--- src/include/fault_locator_map.vh ---
`ifndef FAULT_LOCATOR_MAP_VH
`define FAULT_LOCATOR_MAP_VH
// Measurement and setting widths
`define MAG_W 16
`define REACT_W 16
`define DIST_W 16
`define TS_W 32
// Base time step of the processing cycle
`define CYCLE_NS 5000000
`define CLK_NS 5
// Default trigger current, units of 0.1 x In
`define TRIG_CUR_DEF 16'h000A
// Default line_a, milliohm per km
`define REACT_KM_DEF 16'h007D
// Record store
`define REC_DEPTH 12
`define REC_PTR_W 4
`define REC_LAST 4'hB
// Fault type codes
`define FT_NONE 3'h0
`define FT_AB 3'h1
`define FT_BC 3'h2
`define FT_CA 3'h3
`define FT_AN 3'h4
`define FT_BN 3'h5
`define FT_CN 3'h6
`define FT_ABC 3'h7
// Fault direction codes
`define DIR_NONE 2'h0
`define DIR_FWD 2'h1
`define DIR_REV 2'h2
// Event codes
`define EV_TRIG_ON 2'h0
`define EV_TRIG_OFF 2'h1
`define EV_CALC_ON 2'h2
`define EV_CALC_OFF 2'h3
// Event mask bit positions
`define MASK_ON 0
`define MASK_OFF 1
// Last of the 32 divider steps
`define DIV_LAST 5'h1F
// Dividend scale, milliohm into distance
`define DIST_SCALE 32'h000003E8
// Synchroniser bit positions above the 32 binary signals
`define SYNC_BLOCK 32
`define SYNC_EARTH 33
`endif

--- src/logic/fault_locator_trigger.v ---
// Overview of operation
// Use fundamental magnitudes on 5 ms steps
// Trigger selected from any internal binary signal
// On trigger, check blocking first
// Sample block input each processing cycle start
// Blocked pick-up raises indication, stops processing
// Source asserts block 5 ms early
// No earth voltages: phase-phase loops only
// Earth voltages allow phase-neutral loops too
// Two or three phases choose phase-phase loop
// Single phase: neutral loop only with voltages
// No current over threshold: no record
// Threshold configurable, default one times nominal
// Line_a configurable, default 0.125
// Setting group changes apply while running
// ON/OFF events for triggered and calculation
// Per-event mask; events time stamped
// Cumulative trigger count, clearable
// Keep last twelve records, overwrite oldest
// Record holds stamp, type, direction, values, group; no direction is stored, rec_dir is always DIR_NONE
// Distance is reactance over line_a
// Trigger acts on rising edge only
`timescale 1ns/1ps
`include "fault_locator_map.vh"
module fault_locator_trigger #(
  parameter integer CYCLE_CLKS = `CYCLE_NS / `CLK_NS // Clocks per 5 ms cycle
) (
  // Clock and reset
  input wire sys_clk,
  input wire sys_rst,
  // Binary signals and selection
  input wire [31:0] binary_signals,
  input wire [4:0] trigger_select,
  input wire block_in,
  // Fundamental magnitudes, 0.1 x In units for currents
  input wire [`MAG_W-1:0] phase_a_current,
  input wire [`MAG_W-1:0] phase_b_current,
  input wire [`MAG_W-1:0] phase_c_current,
  input wire earth_voltage_valid,
  input wire [`MAG_W-1:0] nominal_primary_amps,
  // Loop reactances, milliohm
  input wire [`REACT_W-1:0] loop_ab_reactance,
  input wire [`REACT_W-1:0] loop_bc_reactance,
  input wire [`REACT_W-1:0] loop_ca_reactance,
  input wire [`REACT_W-1:0] loop_a_neutral_reactance,
  input wire [`REACT_W-1:0] loop_b_neutral_reactance,
  input wire [`REACT_W-1:0] loop_c_neutral_reactance,
  // Setting groups
  input wire [2:0] active_group,
  input wire [8*`MAG_W-1:0] trigger_current_set,
  input wire [8*`REACT_W-1:0] line_a_set,
  input wire [1:0] mask_triggered,
  input wire [1:0] mask_calc,
  // Time base
  input wire [`TS_W-1:0] time_stamp,
  // Counter control
  input wire count_clear,
  // Status
  output reg cycle_tick,
  output reg blocked,
  output reg triggered,
  output reg calc_active,
  output reg [15:0] trigger_count,
  // Event stream
  output reg event_valid,
  output reg [1:0] event_code,
  output reg [`TS_W-1:0] event_time,
  // Record readout
  input wire [3:0] rec_index,
  output reg [3:0] rec_count,
  output reg [`TS_W-1:0] rec_time,
  output reg [1:0] rec_event,
  output reg [2:0] rec_type,
  output reg [1:0] rec_dir,
  output reg [`REACT_W-1:0] rec_react,
  output reg [`MAG_W-1:0] rec_cur_pu,
  output reg [31:0] rec_cur_pri,
  output reg [`DIST_W-1:0] rec_dist,
  output reg [2:0] rec_group
);
  // ****************************************
  // Timing
  // ****************************************
  localparam [19:0] CYCLE_LAST = CYCLE_CLKS[19:0] - 20'h00001;
  // One-hot states
  localparam [3:0] ST_IDLE = 4'h1;
  localparam [3:0] ST_EVAL = 4'h2;
  localparam [3:0] ST_CALC = 4'h4;
  localparam [3:0] ST_DONE = 4'h8;
  // ****************************************
  // Input synchronisers
  // ****************************************
  reg [33:0] sync1;
  reg [33:0] sync2;
  reg [19:0] cyc_cnt;
  reg trig_prev;
  reg block_sampled;
  reg [3:0] state;
  reg [2:0] fault_type;
  reg [`REACT_W-1:0] sel_react;
  reg [`MAG_W-1:0] sel_cur;
  reg div_start;
  reg [`TS_W-1:0] trig_time;
  reg [3:0] wr_ptr;
  reg [2:0] next_type;
  reg [`REACT_W-1:0] next_react;
  reg [`MAG_W-1:0] next_cur;
  wire trig_now;
  wire [`MAG_W-1:0] thr;
  wire [`REACT_W-1:0] per_km;
  wire div_done;
  wire [`DIST_W-1:0] div_q;
  wire [2:0] over;
  // Pins cross in through two flops; the first stage feeds only the second
  always @(posedge sys_clk or posedge sys_rst) begin
    if (sys_rst) begin
      sync1 <= 34'h000000000;
      sync2 <= 34'h000000000;
    end else begin
      sync1 <= {earth_voltage_valid, block_in, binary_signals};
      sync2 <= sync1;
    end
  end
  assign trig_now = sync2[trigger_select];
  // Active group picks the settings live, no restart needed
  assign thr = trigger_current_set[active_group*`MAG_W +: `MAG_W];
  assign per_km = line_a_set[active_group*`REACT_W +: `REACT_W];
  // Comparator reused for all three phases
  function over_thr;
    input [`MAG_W-1:0] mag;
    input [`MAG_W-1:0] limit;
    begin
      over_thr = (mag > limit);
    end
  endfunction
  genvar g;
  generate
    for (g = 0; g < 3; g = g + 1) begin : gen_cmp
      wire [`MAG_W-1:0] m;
      assign m = (g == 0) ? phase_a_current : (g == 1) ? phase_b_current : phase_c_current;
      assign over[g] = over_thr(m, thr);
    end
  endgenerate
  // ****************************************
  // Processing cycle tick
  // ****************************************
  // Trigger and block decisions are taken on the 5 ms tick, like the measurement refresh; count_clear acts on any clock but the ST_EVAL one of an unblocked pass
  always @(posedge sys_clk or posedge sys_rst) begin
    if (sys_rst) begin
      cyc_cnt <= 20'h00000;
      cycle_tick <= 1'b0;
      block_sampled <= 1'b0;
    end else begin
      cycle_tick <= (cyc_cnt == CYCLE_LAST);
      if (cyc_cnt == CYCLE_LAST) begin
        cyc_cnt <= 20'h00000;
        block_sampled <= sync2[`SYNC_BLOCK];
      end else begin
        cyc_cnt <= cyc_cnt + 20'h00001;
      end
    end
  end
  // ****************************************
  // Loop selection
  // ****************************************
  // Table of loops; single phase only counts when earth voltages exist
  always @* begin
    next_type = `FT_NONE;
    next_react = 16'h0000;
    next_cur = 16'h0000;
    case (over)
      3'h7: begin
        next_type = `FT_ABC;
        next_react = loop_ab_reactance;
        next_cur = phase_a_current;
      end
      3'h3: begin
        next_type = `FT_AB;
        next_react = loop_ab_reactance;
        next_cur = phase_a_current;
      end
      3'h6: begin
        next_type = `FT_BC;
        next_react = loop_bc_reactance;
        next_cur = phase_b_current;
      end
      3'h5: begin
        next_type = `FT_CA;
        next_react = loop_ca_reactance;
        next_cur = phase_c_current;
      end
      3'h1: begin
        next_type = sync2[`SYNC_EARTH] ? `FT_AN : `FT_NONE;
        next_react = loop_a_neutral_reactance;
        next_cur = phase_a_current;
      end
      3'h2: begin
        next_type = sync2[`SYNC_EARTH] ? `FT_BN : `FT_NONE;
        next_react = loop_b_neutral_reactance;
        next_cur = phase_b_current;
      end
      3'h4: begin
        next_type = sync2[`SYNC_EARTH] ? `FT_CN : `FT_NONE;
        next_react = loop_c_neutral_reactance;
        next_cur = phase_c_current;
      end
      default: next_type = `FT_NONE;
    endcase
  end
  distance_divider u_div (
    .sys_clk(sys_clk),
    .sys_rst(sys_rst),
    .start(div_start),
    .num(sel_react),
    .den(per_km),
    .busy(),
    .done(div_done),
    .quotient(div_q)
  );
  // ****************************************
  // Record store
  // ****************************************
  reg [`TS_W-1:0] mem_time [0:`REC_DEPTH-1];
  reg [2:0] mem_type [0:`REC_DEPTH-1];
  reg [`REACT_W-1:0] mem_react [0:`REC_DEPTH-1];
  reg [`MAG_W-1:0] mem_cur [0:`REC_DEPTH-1];
  reg [`DIST_W-1:0] mem_dist [0:`REC_DEPTH-1];
  reg [2:0] mem_group [0:`REC_DEPTH-1];
  wire rec_write;
  assign rec_write = (state == ST_CALC) && div_done;
  // Ring of twelve; the pointer wraps so the oldest entry goes first
  always @(posedge sys_clk) begin
    if (rec_write) begin
      mem_time[wr_ptr] <= trig_time;
      mem_type[wr_ptr] <= fault_type;
      mem_react[wr_ptr] <= sel_react;
      mem_cur[wr_ptr] <= sel_cur;
      mem_dist[wr_ptr] <= div_q;
      mem_group[wr_ptr] <= active_group;
    end
  end
  // Readout registered; index 0 is the oldest kept entry
  always @(posedge sys_clk or posedge sys_rst) begin
    if (sys_rst) begin
      rec_time <= 32'h00000000;
      rec_event <= `EV_CALC_ON;
      rec_type <= `FT_NONE;
      rec_dir <= `DIR_NONE;
      rec_react <= 16'h0000;
      rec_cur_pu <= 16'h0000;
      rec_cur_pri <= 32'h00000000;
      rec_dist <= 16'h0000;
      rec_group <= 3'h0;
    end else if (rec_index < rec_count) begin
      rec_time <= mem_time[phys_index(rec_index)];
      rec_event <= `EV_CALC_ON;
      rec_type <= mem_type[phys_index(rec_index)];
      rec_dir <= `DIR_NONE; // Direction is not measured here
      rec_react <= mem_react[phys_index(rec_index)];
      rec_cur_pu <= mem_cur[phys_index(rec_index)];
      rec_cur_pri <= mem_cur[phys_index(rec_index)] * nominal_primary_amps;
      rec_dist <= mem_dist[phys_index(rec_index)];
      rec_group <= mem_group[phys_index(rec_index)];
    end
  end
  // Map a logical age index onto the ring
  function [3:0] phys_index;
    input [3:0] idx;
    reg [4:0] sum;
    begin
      sum = (rec_count == `REC_DEPTH) ? {1'b0, wr_ptr} + {1'b0, idx} : {1'b0, idx};
      phys_index = (sum >= `REC_DEPTH) ? sum[3:0] - (`REC_LAST + 4'h1) : sum[3:0];
    end
  endfunction
  // ****************************************
  // Control sequence
  // ****************************************
  // Edge on the selected trigger, seen at a cycle boundary, starts one pass
  always @(posedge sys_clk or posedge sys_rst) begin
    if (sys_rst) begin
      state <= ST_IDLE;
      trig_prev <= 1'b0;
      blocked <= 1'b0;
      triggered <= 1'b0;
      calc_active <= 1'b0;
      trigger_count <= 16'h0000;
      fault_type <= `FT_NONE;
      sel_react <= 16'h0000;
      sel_cur <= 16'h0000;
      div_start <= 1'b0;
      trig_time <= 32'h00000000;
      wr_ptr <= 4'h0;
      rec_count <= 4'h0;
      event_valid <= 1'b0;
      event_code <= `EV_TRIG_ON;
      event_time <= 32'h00000000;
    end else begin
      div_start <= 1'b0;
      event_valid <= 1'b0;
      // Clear yields to a same-cycle trigger increment
      if (count_clear && !(state == ST_EVAL && !block_sampled)) begin
        trigger_count <= 16'h0000;
      end
      case (state)
        ST_IDLE: begin
          if (cycle_tick) begin
            trig_prev <= trig_now;
            if (trig_now && !trig_prev) begin
              state <= ST_EVAL;
              trig_time <= time_stamp;
            end else if (!trig_now && triggered) begin
              triggered <= 1'b0;
              event_valid <= mask_triggered[`MASK_OFF];
              event_code <= `EV_TRIG_OFF;
              event_time <= time_stamp;
            end
            if (!trig_now) begin
              blocked <= 1'b0;
            end
          end
        end
        ST_EVAL: begin
          if (block_sampled) begin
            blocked <= 1'b1;
            state <= ST_IDLE;
          end else begin
            triggered <= 1'b1;
            trigger_count <= trigger_count + 16'h0001;
            event_valid <= mask_triggered[`MASK_ON];
            event_code <= `EV_TRIG_ON;
            event_time <= trig_time;
            fault_type <= next_type;
            sel_react <= next_react;
            sel_cur <= next_cur;
            if (next_type == `FT_NONE) begin
              state <= ST_IDLE;
            end else begin
              div_start <= 1'b1;
              calc_active <= 1'b1;
              state <= ST_CALC;
            end
          end
        end
        ST_CALC: begin
          if (div_done) begin
            wr_ptr <= (wr_ptr == `REC_LAST) ? 4'h0 : wr_ptr + 4'h1;
            if (rec_count != `REC_DEPTH) begin
              rec_count <= rec_count + 4'h1;
            end
            event_valid <= mask_calc[`MASK_ON];
            event_code <= `EV_CALC_ON;
            event_time <= time_stamp;
            state <= ST_DONE;
          end
        end
        ST_DONE: begin
          calc_active <= 1'b0;
          event_valid <= mask_calc[`MASK_OFF];
          event_code <= `EV_CALC_OFF;
          event_time <= time_stamp;
          state <= ST_IDLE;
        end
        default: state <= ST_IDLE;
      endcase
    end
  end
endmodule // fault_locator_trigger

--- src/logic/distance_divider.v ---
`timescale 1ns/1ps
`include "fault_locator_map.vh"
// Sequential restoring divider: quotient = num * 1000 / den (metres from mohm)
module distance_divider (
  // Clock and reset
  input wire sys_clk,
  input wire sys_rst,
  // Request
  input wire start,
  input wire [`REACT_W-1:0] num,
  input wire [`REACT_W-1:0] den,
  // Answer
  output reg busy,
  output reg done,
  output reg [`DIST_W-1:0] quotient
);
  reg [31:0] rem;
  reg [31:0] dvd;
  reg [`REACT_W-1:0] dvs;
  reg [4:0] step;
  wire [31:0] trial;

  assign trial = {rem[30:0], dvd[31]} - {16'h0000, dvs};

  // One quotient bit per clock; zero divisor gives all ones
  always @(posedge sys_clk or posedge sys_rst) begin
    if (sys_rst) begin
      busy <= 1'b0;
      done <= 1'b0;
      quotient <= 16'h0000;
      rem <= 32'h00000000;
      dvd <= 32'h00000000;
      dvs <= 16'h0000;
      step <= 5'h00;
    end else begin
      done <= 1'b0;
      if (start && !busy) begin
        busy <= 1'b1;
        rem <= 32'h00000000;
        dvd <= {16'h0000, num} * `DIST_SCALE;
        dvs <= den;
        step <= 5'h00;
        quotient <= 16'h0000;
      end else if (busy) begin
        if (dvs == 16'h0000) begin
          quotient <= 16'hFFFF;
          busy <= 1'b0;
          done <= 1'b1;
        end else begin
          dvd <= {dvd[30:0], 1'b0};
          if (!trial[31]) begin
            rem <= trial;
            quotient <= {quotient[14:0], 1'b1};
          end else begin
            rem <= {rem[30:0], dvd[31]};
            quotient <= {quotient[14:0], 1'b0};
          end
          step <= step + 5'h01;
          if (step == `DIV_LAST) begin
            busy <= 1'b0;
            done <= 1'b1;
          end
        end
      end
    end
  end
endmodule // distance_divider

--- config.mk ---
export PLATFORM = sky130hd
export DESIGN_NAME = fault_locator_trigger
export DESIGN_NICKNAME = d
export VERILOG_FILES = /design/src/logic/fault_locator_trigger.v /design/src/logic/distance_divider.v
export VERILOG_INCLUDE_DIRS = /design/src /design/src/include
export SDC_FILE = /design/constraint.sdc
export NUM_CORES = 2
export LEC_CHECK = 0
export BUFFER_PORTS_ARGS = -buffer_cell sky130_fd_sc_hd__buf_2
export CORE_UTILIZATION = 43
export CTS_CLUSTER_DIAMETER = 80
export DETAILED_ROUTE_END_ITERATION = 10
export GPL_ROUTABILITY_DRIVEN = 0
export PLACE_DENSITY_LB_ADDON = 0.25
export SYNTH_ARGS = -nofsm -noshare
export SYNTH_HDL_FRONTEND = slang
export SYNTH_SLANG_ARGS = --single-unit
--- constraint.sdc ---
create_clock -name sys_clk -period 15.9 [get_ports sys_clk]
set_input_delay 2.385 -clock sys_clk [delete_from_list [all_inputs] [get_ports sys_clk]]
set_output_delay 2.385 -clock sys_clk [all_outputs]
set_load 0.05 [all_outputs]
Word-level counts from Yosys, hierarchy flattened:

Memories as Yosys holds them, arrays and structs flattened. A register that Yosys moved wholly into a read port is not among the register bits.
Cells that the tools add are included.

* bits in writable memories: 1032
* memories kept: 6
* output and inout port bits: 181
* input port bits: 501
* bits in registers: 375
* word-level logic and storage cells: 191

Memory list
* mem_time: words 12, width 32, read ports 1, clocked after memory_dff 1, write ports 1, line fault_locator_trigger.v:223 `` reg [`TS_W-1:0] mem_time [0:`REC_DEPTH-1]; ``
* mem_cur: words 12, width 16, read ports 1, clocked after memory_dff 0, write ports 1, line fault_locator_trigger.v:226 `` reg [`MAG_W-1:0] mem_cur [0:`REC_DEPTH-1]; ``
* mem_dist: words 12, width 16, read ports 1, clocked after memory_dff 1, write ports 1, line fault_locator_trigger.v:227 `` reg [`DIST_W-1:0] mem_dist [0:`REC_DEPTH-1]; ``
* mem_react: words 12, width 16, read ports 1, clocked after memory_dff 1, write ports 1, line fault_locator_trigger.v:225 `` reg [`REACT_W-1:0] mem_react [0:`REC_DEPTH-1]; ``
* mem_group: words 12, width 3, read ports 1, clocked after memory_dff 1, write ports 1, line fault_locator_trigger.v:228 `` reg [2:0] mem_group [0:`REC_DEPTH-1]; ``
* mem_type: words 12, width 3, read ports 1, clocked after memory_dff 1, write ports 1, line fault_locator_trigger.v:224 `` reg [2:0] mem_type [0:`REC_DEPTH-1]; ``

* shift operators: 2
* $lt $le $gt $ge: 6
* reductions and logical operators: 32
* multipliers: 2
* eq/ne operators: 26
* bitwise gates (word level): 1
* add/subtract/negate cells: 8
* mux-type cells: 78

Operator list (number)
* $mux W32: 8
* $shiftx A128 B8 Y16: 2
* $pmux W32 S4: 1
* $mux W31: 4
* $mux W16: 6
* $pmux W16 S6: 1
* $gt A16 B16 Y1: 3
* $pmux W16 S3: 1
* $mul A16 B16 Y32: 1
* $sub A32 B16 Y32: 1
* $mux W1: 29
* $mul A16 B7 Y23 const B: 1
* $pmux W3 S7: 1
* $add A20 B1 Y20 const B: 1
* $eq A20 B20 Y1 const B: 1
* $mux W20: 1
* $mux W4: 5
* $mux W5: 4
* $add A16 B1 Y16 const B: 1
* $logic_not A16 Y1: 1
* $ne A2 B2 Y1 const B: 8
* $mux W3: 5
* $eq A3 B3 Y1 const B: 4
* $eq A4 B4 Y1 const B: 3
* 34 further kinds: 62

Depth between registers and ports, before layout:

* depth after elaboration: 8
* mapped depth: 41
* mapped depth without buffers: 35

Modules after synthesis:

From an unflattened synthesis, not the netlist that was laid out.

* cell total of the unflattened synthesis: 5485
* area, all modules: 73566.8 µm²

Modules (own cells, without submodules)
* fault_locator_trigger: sequential area each 39574.2 µm², cells each 4568, instances 1, area each 65381.5 µm²
* distance_divider: sequential area each 2477.4 µm², cells each 917, instances 1, area each 8185.4 µm²

Worst setup path after synthesis:

OpenSTA, ideal clock, no wires.

* kind: input to register
* start point: input rec_index[1]
* end point: register rec_cur_pri[30]
* setup time: 0.125 ns
* setup slack: 4.802 ns
* path buffers: 6
* data arrival time: 10.973 ns
* stages: 39
* required time: 15.775 ns
* path through: ha_1 -> a21o_1 -> a21o_1 -> a221o_1 -> ha_1 -> and3_1 -> buf_2 -> or4_1 -> buf_6 -> and2_4 -> buf_6 -> buf_8 -> buf_12 -> mux2i_1 -> o22a_2 -> a31oi_4 -> buf_2 -> nand2_1 -> [3 not listed] -> inv_1 -> fa_1 -> inv_1 -> fa_1 -> fa_1 -> inv_1 -> fa_1 -> inv_1 -> ha_1 -> nand3_1 -> nor2_1 -> nand4_1 -> a21o_1 -> a31oi_1 -> a211oi_1 -> o41ai_1 -> xor2_1 -> mux2_2

* word-level cells in the longest chain between the ends: 6
* elaborated cells between the ends (all ways): 8
* those cells by class: 2 x add/sub; 1 x mul; 2 x order compare; 2 x mux; 1 x memory

RTL lines
* from (decl): line fault_locator_trigger.v:69 `input wire [3:0] rec_index,`
* $add A4 B4 Y5: line fault_locator_trigger.v:271 `` sum = (rec_count == `REC_DEPTH) ? {1'b0, wr_ptr} + {1'b0, idx} : {1'b0, idx}; ``
* $mux W5: line fault_locator_trigger.v:271
* $sub A4 B4 Y4 / $ge A5 B4 Y1 (equally long branches)
* $mux W4: line fault_locator_trigger.v:272 `` phys_index = (sum >= `REC_DEPTH) ? sum[3:0] - (`REC_LAST + 4'h1) : sum[3:0]; ``
* $mem_v2 Z12 W16
* $mul A16 B16 Y32: line fault_locator_trigger.v:261 `rec_cur_pri <= mem_cur[phys_index(rec_index)] * nominal_primary_amps;`
* to (signal assigned): line fault_locator_trigger.v:261
* to (decl): line fault_locator_trigger.v:77 `output reg [31:0] rec_cur_pri,`

Parallel ways exist; a longest one is shown, timed or not.
A chain may end at the register's enable or synchronous reset.

Worst setup path after layout:

Same ends and word-level chain as after synthesis.

==> reports/summary.md <==
Multiplexer cells account for 7.281% of the synthesized area. The highest cell delay on the worst timing path was 1.00 ns; the clock-pin slew on the worst setup and hold paths was 0.06 ns. Worst min-delay path endpoint: sync2[28]. The min-delay analysis places its worst path in the category register to register.

The tools report the via count as 48.38k. The worst hold path begins at sync1[28]. Counting I/O delays and the setup requirement, the final critical path takes 12.39 ns. The run gives 8,377 as the total placed cells including tap cells. The most frequent standard cell in the layout excluding fill and tap cells was edfxtp_1. The via count of the first global-routing pass was 48.93k; the number of antenna violations at the first check in global routing was 19.

The biggest area contributor in the post-synthesis netlist is edfxtp_1. The run gives 7,324 as the post-layout net count. The largest family of logic cells by synthesized area was simple AND/OR/NAND/NOR gates.

For the row count, the log shows 150. The cell count of the worst reg-to-reg path is 33, and the layout-stage area growth over the synthesis result is 14.98%. After Yosys synthesis, and, or, nand and nor cells account for 12.12% of the synthesized area. Setup violations remaining at the end of the flow were counted as 0.

The class of the most critical setup path is primary input to register. The first global-routing pass estimated 311,000 um of wire. For the pin count of the biggest net entering global routing, the log shows 169. The count of H-tree levels built during CTS was 4. Flip-flop and latch count after synthesis: 1,474. After synthesis, the largest area contributor takes up 42.52% of total cell area.

The layout has 14.77k filler cells. By area the synthesized netlist is led by edfxtp_1, dfrtp_1, fa_1. The run finished with clean final reports.

The most numerous cell type found on the critical path is fa_1. The overall fraction of global-route tracks in use was 24.29%; the register area was 42,050 um^2. The startpoint type of the worst setup path is a primary input.

STA puts the critical path data arrival time at 13.03 ns. Headroom to the max-slew limit came out at 21.00%. The final global-route overflow total is 0. Cell at the slowest stage of the critical path: and2_4. The number of hold buffers added after CTS was 0. The maximum net fanout on the critical path works out to 72.

The logs give 133,600 um for the detailed placer's ending HPWL and 159 for the TritonCTS buffer count. The number of DRC violations after detailed routing was 0. Per-instance average area after synthesis: 12.70 um^2.

The max-slew violation count was 0. The run gives 3,932 as the violation count after the first detailed-route iteration. Sequential elements use 57.70% of the synthesized area.

Across the VDD grid, the largest voltage drop is 0.1573 mV. The die is 413.7 um tall. The post-synth design cell area was 72,880 um^2; the final setup skew was 0.03208 ns. The per-cell via count in the routed design is 5.571.

The routed design has 207,600 um of wire. In this run the static leakage power is 34.50 nW. TritonCTS built the clock tree. The tools report the final hold violation count as 0. Across all register-to-register paths, the minimum setup slack is 4.78 ns.

In this run the critical register-to-register path is captured at rec_cur_pri[30]. The logs give 16.54 ns for the worst path required time and 171,100 um^2 for the full die area. After routing, the total negative slack on setup checks comes to 0 ns. Count of different cell masters after synthesis: 82.

In this run the count of I/O pins placed on the die edge is 682. Measured along the x axis, the die boundary spans 413.7 um. The peak clock frequency supported by timing came out at 0.08072 GHz. The warning count from the yosys run is 0, and the number of buffers on the longest clock path is 3.

The post-synthesis share of cell area spent on full adders, half adders and majority gates is 10.98%. After clock tree synthesis, the repair step resized 0 gates. The worst hold path was traced through 0 stages. Counting flops with an async set or reset pin after synthesis yields a share of 29.99%.

Summing all multi-input logic gate instances after layout gives 28,340 um^2. At the pin with the least slew margin, the transition time is 1.182 ns. The first detailed-routing pass ran for 9 iterations. Counting every instance in the synthesized netlist gives 5,739.

Input and output buffers added on the ports amount to 677. After detailed routing, the average wire length per cell comes to 23.90 um. The synthesized netlist devotes 1.106% of its cell area to XOR and XNOR gates. The tools report the insertion delay to the later sink of the worst-skew pair as 0.78 ns. The number of antenna-violating nets in the routed design came out at 0.

In this run the standard cell core region covers 167,800 um^2. The final clock period utilization by the worst path is 77.91%, and the number of enable-type register cells in the synthesized netlist is 1,032. Most common flop cell mapped by yosys: edfxtp_1. The effective utilization at floorplan is 43.44%. The proportion of layout cells with a drive suffix above 1 came out at 19.51%.

The count of placed standard cells in the final layout, fillers left out is 8,684, and the power density over the cells is 148.7 nW/um^2. The worst register-to-register path begins at wr_ptr[2]. The run gives 1,474 as the clock sink count.

The category of the worst setup path capture point was a register. The run gives 0 as the number of violations of the max-capacitance limit. Buffers added to address setup during post-CTS repair amount to 0. Clock tree synthesis selected as its root buffer the cell clkbuf_16. Synthesized-area fraction occupied by ao, oa, aoi and oai cells: 7.049%. Setup repair after global routing left no endpoint under its margin. The top cell types in the final layout, fill and taps aside, are edfxtp_1, nand2_1, buf_2, dfrtp_1, inv_1.
[layout make-up]
| cell class | count | area share (%) |
|---|---|---|
| clock inverter | 80 | 1.111 |
| inverter | 346 | 1.559 |
| timing repair buffer | 749 | 4.754 |
| clock buffer | 220 | 5.265 |
| tap | 2204 | 3.291 |
| sequential | 1474 | 50.18 |
| antenna | 7 | 0.02090 |
| multi-input combinational | 3604 | 33.82 |
[critical path: cells and delay by family]
family / cells / cell delay [ns]
AO/OA/AOI/OAI: 9 / 2.50
buffers and inverters: 7 / 1.61
XOR/XNOR: 1 / 0.12
adder cells (fa/ha/maj): 9 / 3.86
multiplexers: 2 / 0.44
AND/OR/NAND/NOR: 7 / 2.03
[how the worst max path moves through the flow]
stage / start / end / slack, ns
4_1_cts: rec_index[1] / rec_cur_pri[30] / 3.55
6_report: rec_index[1] / rec_cur_pri[30] / 3.51
3_5_place_dp: rec_index[1] / rec_cur_pri[30] / 2.77
3_3_place_gp: rec_index[1] / rec_cur_pri[30] / 3.06
5_1_grt: rec_index[1] / rec_cur_pri[30] / 3.04
2_1_floorplan: sys_rst / block_sampled / 1.20
[sequential cells by signal, indices dropped and copies added (netlist names), 34 cells and up]
register,flops
mem_cur,192
mem_dist,192
mem_group,36
mem_react,192
mem_time,384
mem_type,36
sync1,34
sync2,34
[routing by layer]
layer  track usage [%]  routed length, um
met2             41.96             104000
met5                 0                 47
met1             30.57              84100
met4             9.369               8017
met3             3.828              11410
[logic make-up (layout without fill, tap and decap cells)]
logic type / count (synthesis) / in the layout
fa+ha+maj: 490 / 490
mux: 325 / 325
flops: 1474 / 1474
buf+inv: 663 / 1395
simple gates: 1922 / 1922
compound gates: 771 / 771
other cells: 2 / 11
xor+xnor: 92 / 92
[cell usage after synthesis, drive strengths merged, types with 6 or more instances]
library cell / count
nor2: 212
xnor2: 49
or4: 6
nand2b: 100
inv: 346
o21ai: 187
nand4: 90
mux2i: 130
a211oi: 78
a221o: 12
nor3: 29
mux4: 160
a31oi: 215
o22ai: 8
nand3: 248
o31ai: 8
a211o: 7
nor4: 12
nand2: 940
nand3b: 6
fa: 250
a222oi: 16
o21bai: 9
and3: 101
ha: 239
mux2: 35
or2: 10
a21o: 47
xor2: 43
edfxtp: 1032
dfrtp: 441
and2: 136
nor2b: 17
o22a: 31
clkbuf: 197
a21oi: 80
o211ai: 10
buf: 115
o21a: 17
or3: 9
[power by group]
| group | total, W | switching, W | internal [W] |
|---|---|---|---|
| clock | 0.00375 | 0.00158 | 0.00217 |
| combinational | 0.00409 | 0.00253 | 0.00156 |
| sequential | 0.00463 | 0.000243 | 0.00438 |
[stage by stage]
| stage | utilization, % | instance area [um^2] | total power, W | setup WS (ns) | hold slack [ns] |
|---|---|---|---|---|---|
| CTS | 49.93 | 83780 | 0.01255 | 3.548 | 0.3374 |
| floorplan | - | 72890 | 0.007674 | 1.201 | 0.3312 |
| detailed placement | 46.75 | 78440 | 0.008788 | 2.774 | 0.3347 |
| finish | 49.94 | 83800 | 0.01246 | 3.512 | 0.3372 |
| global route | 49.94 | 83800 | 0.01318 | 3.036 | 0.3447 |
| global placement | 46.75 | 78440 | 0.008728 | 3.059 | 0.3326 |
(Power assumes the default switching activity.)
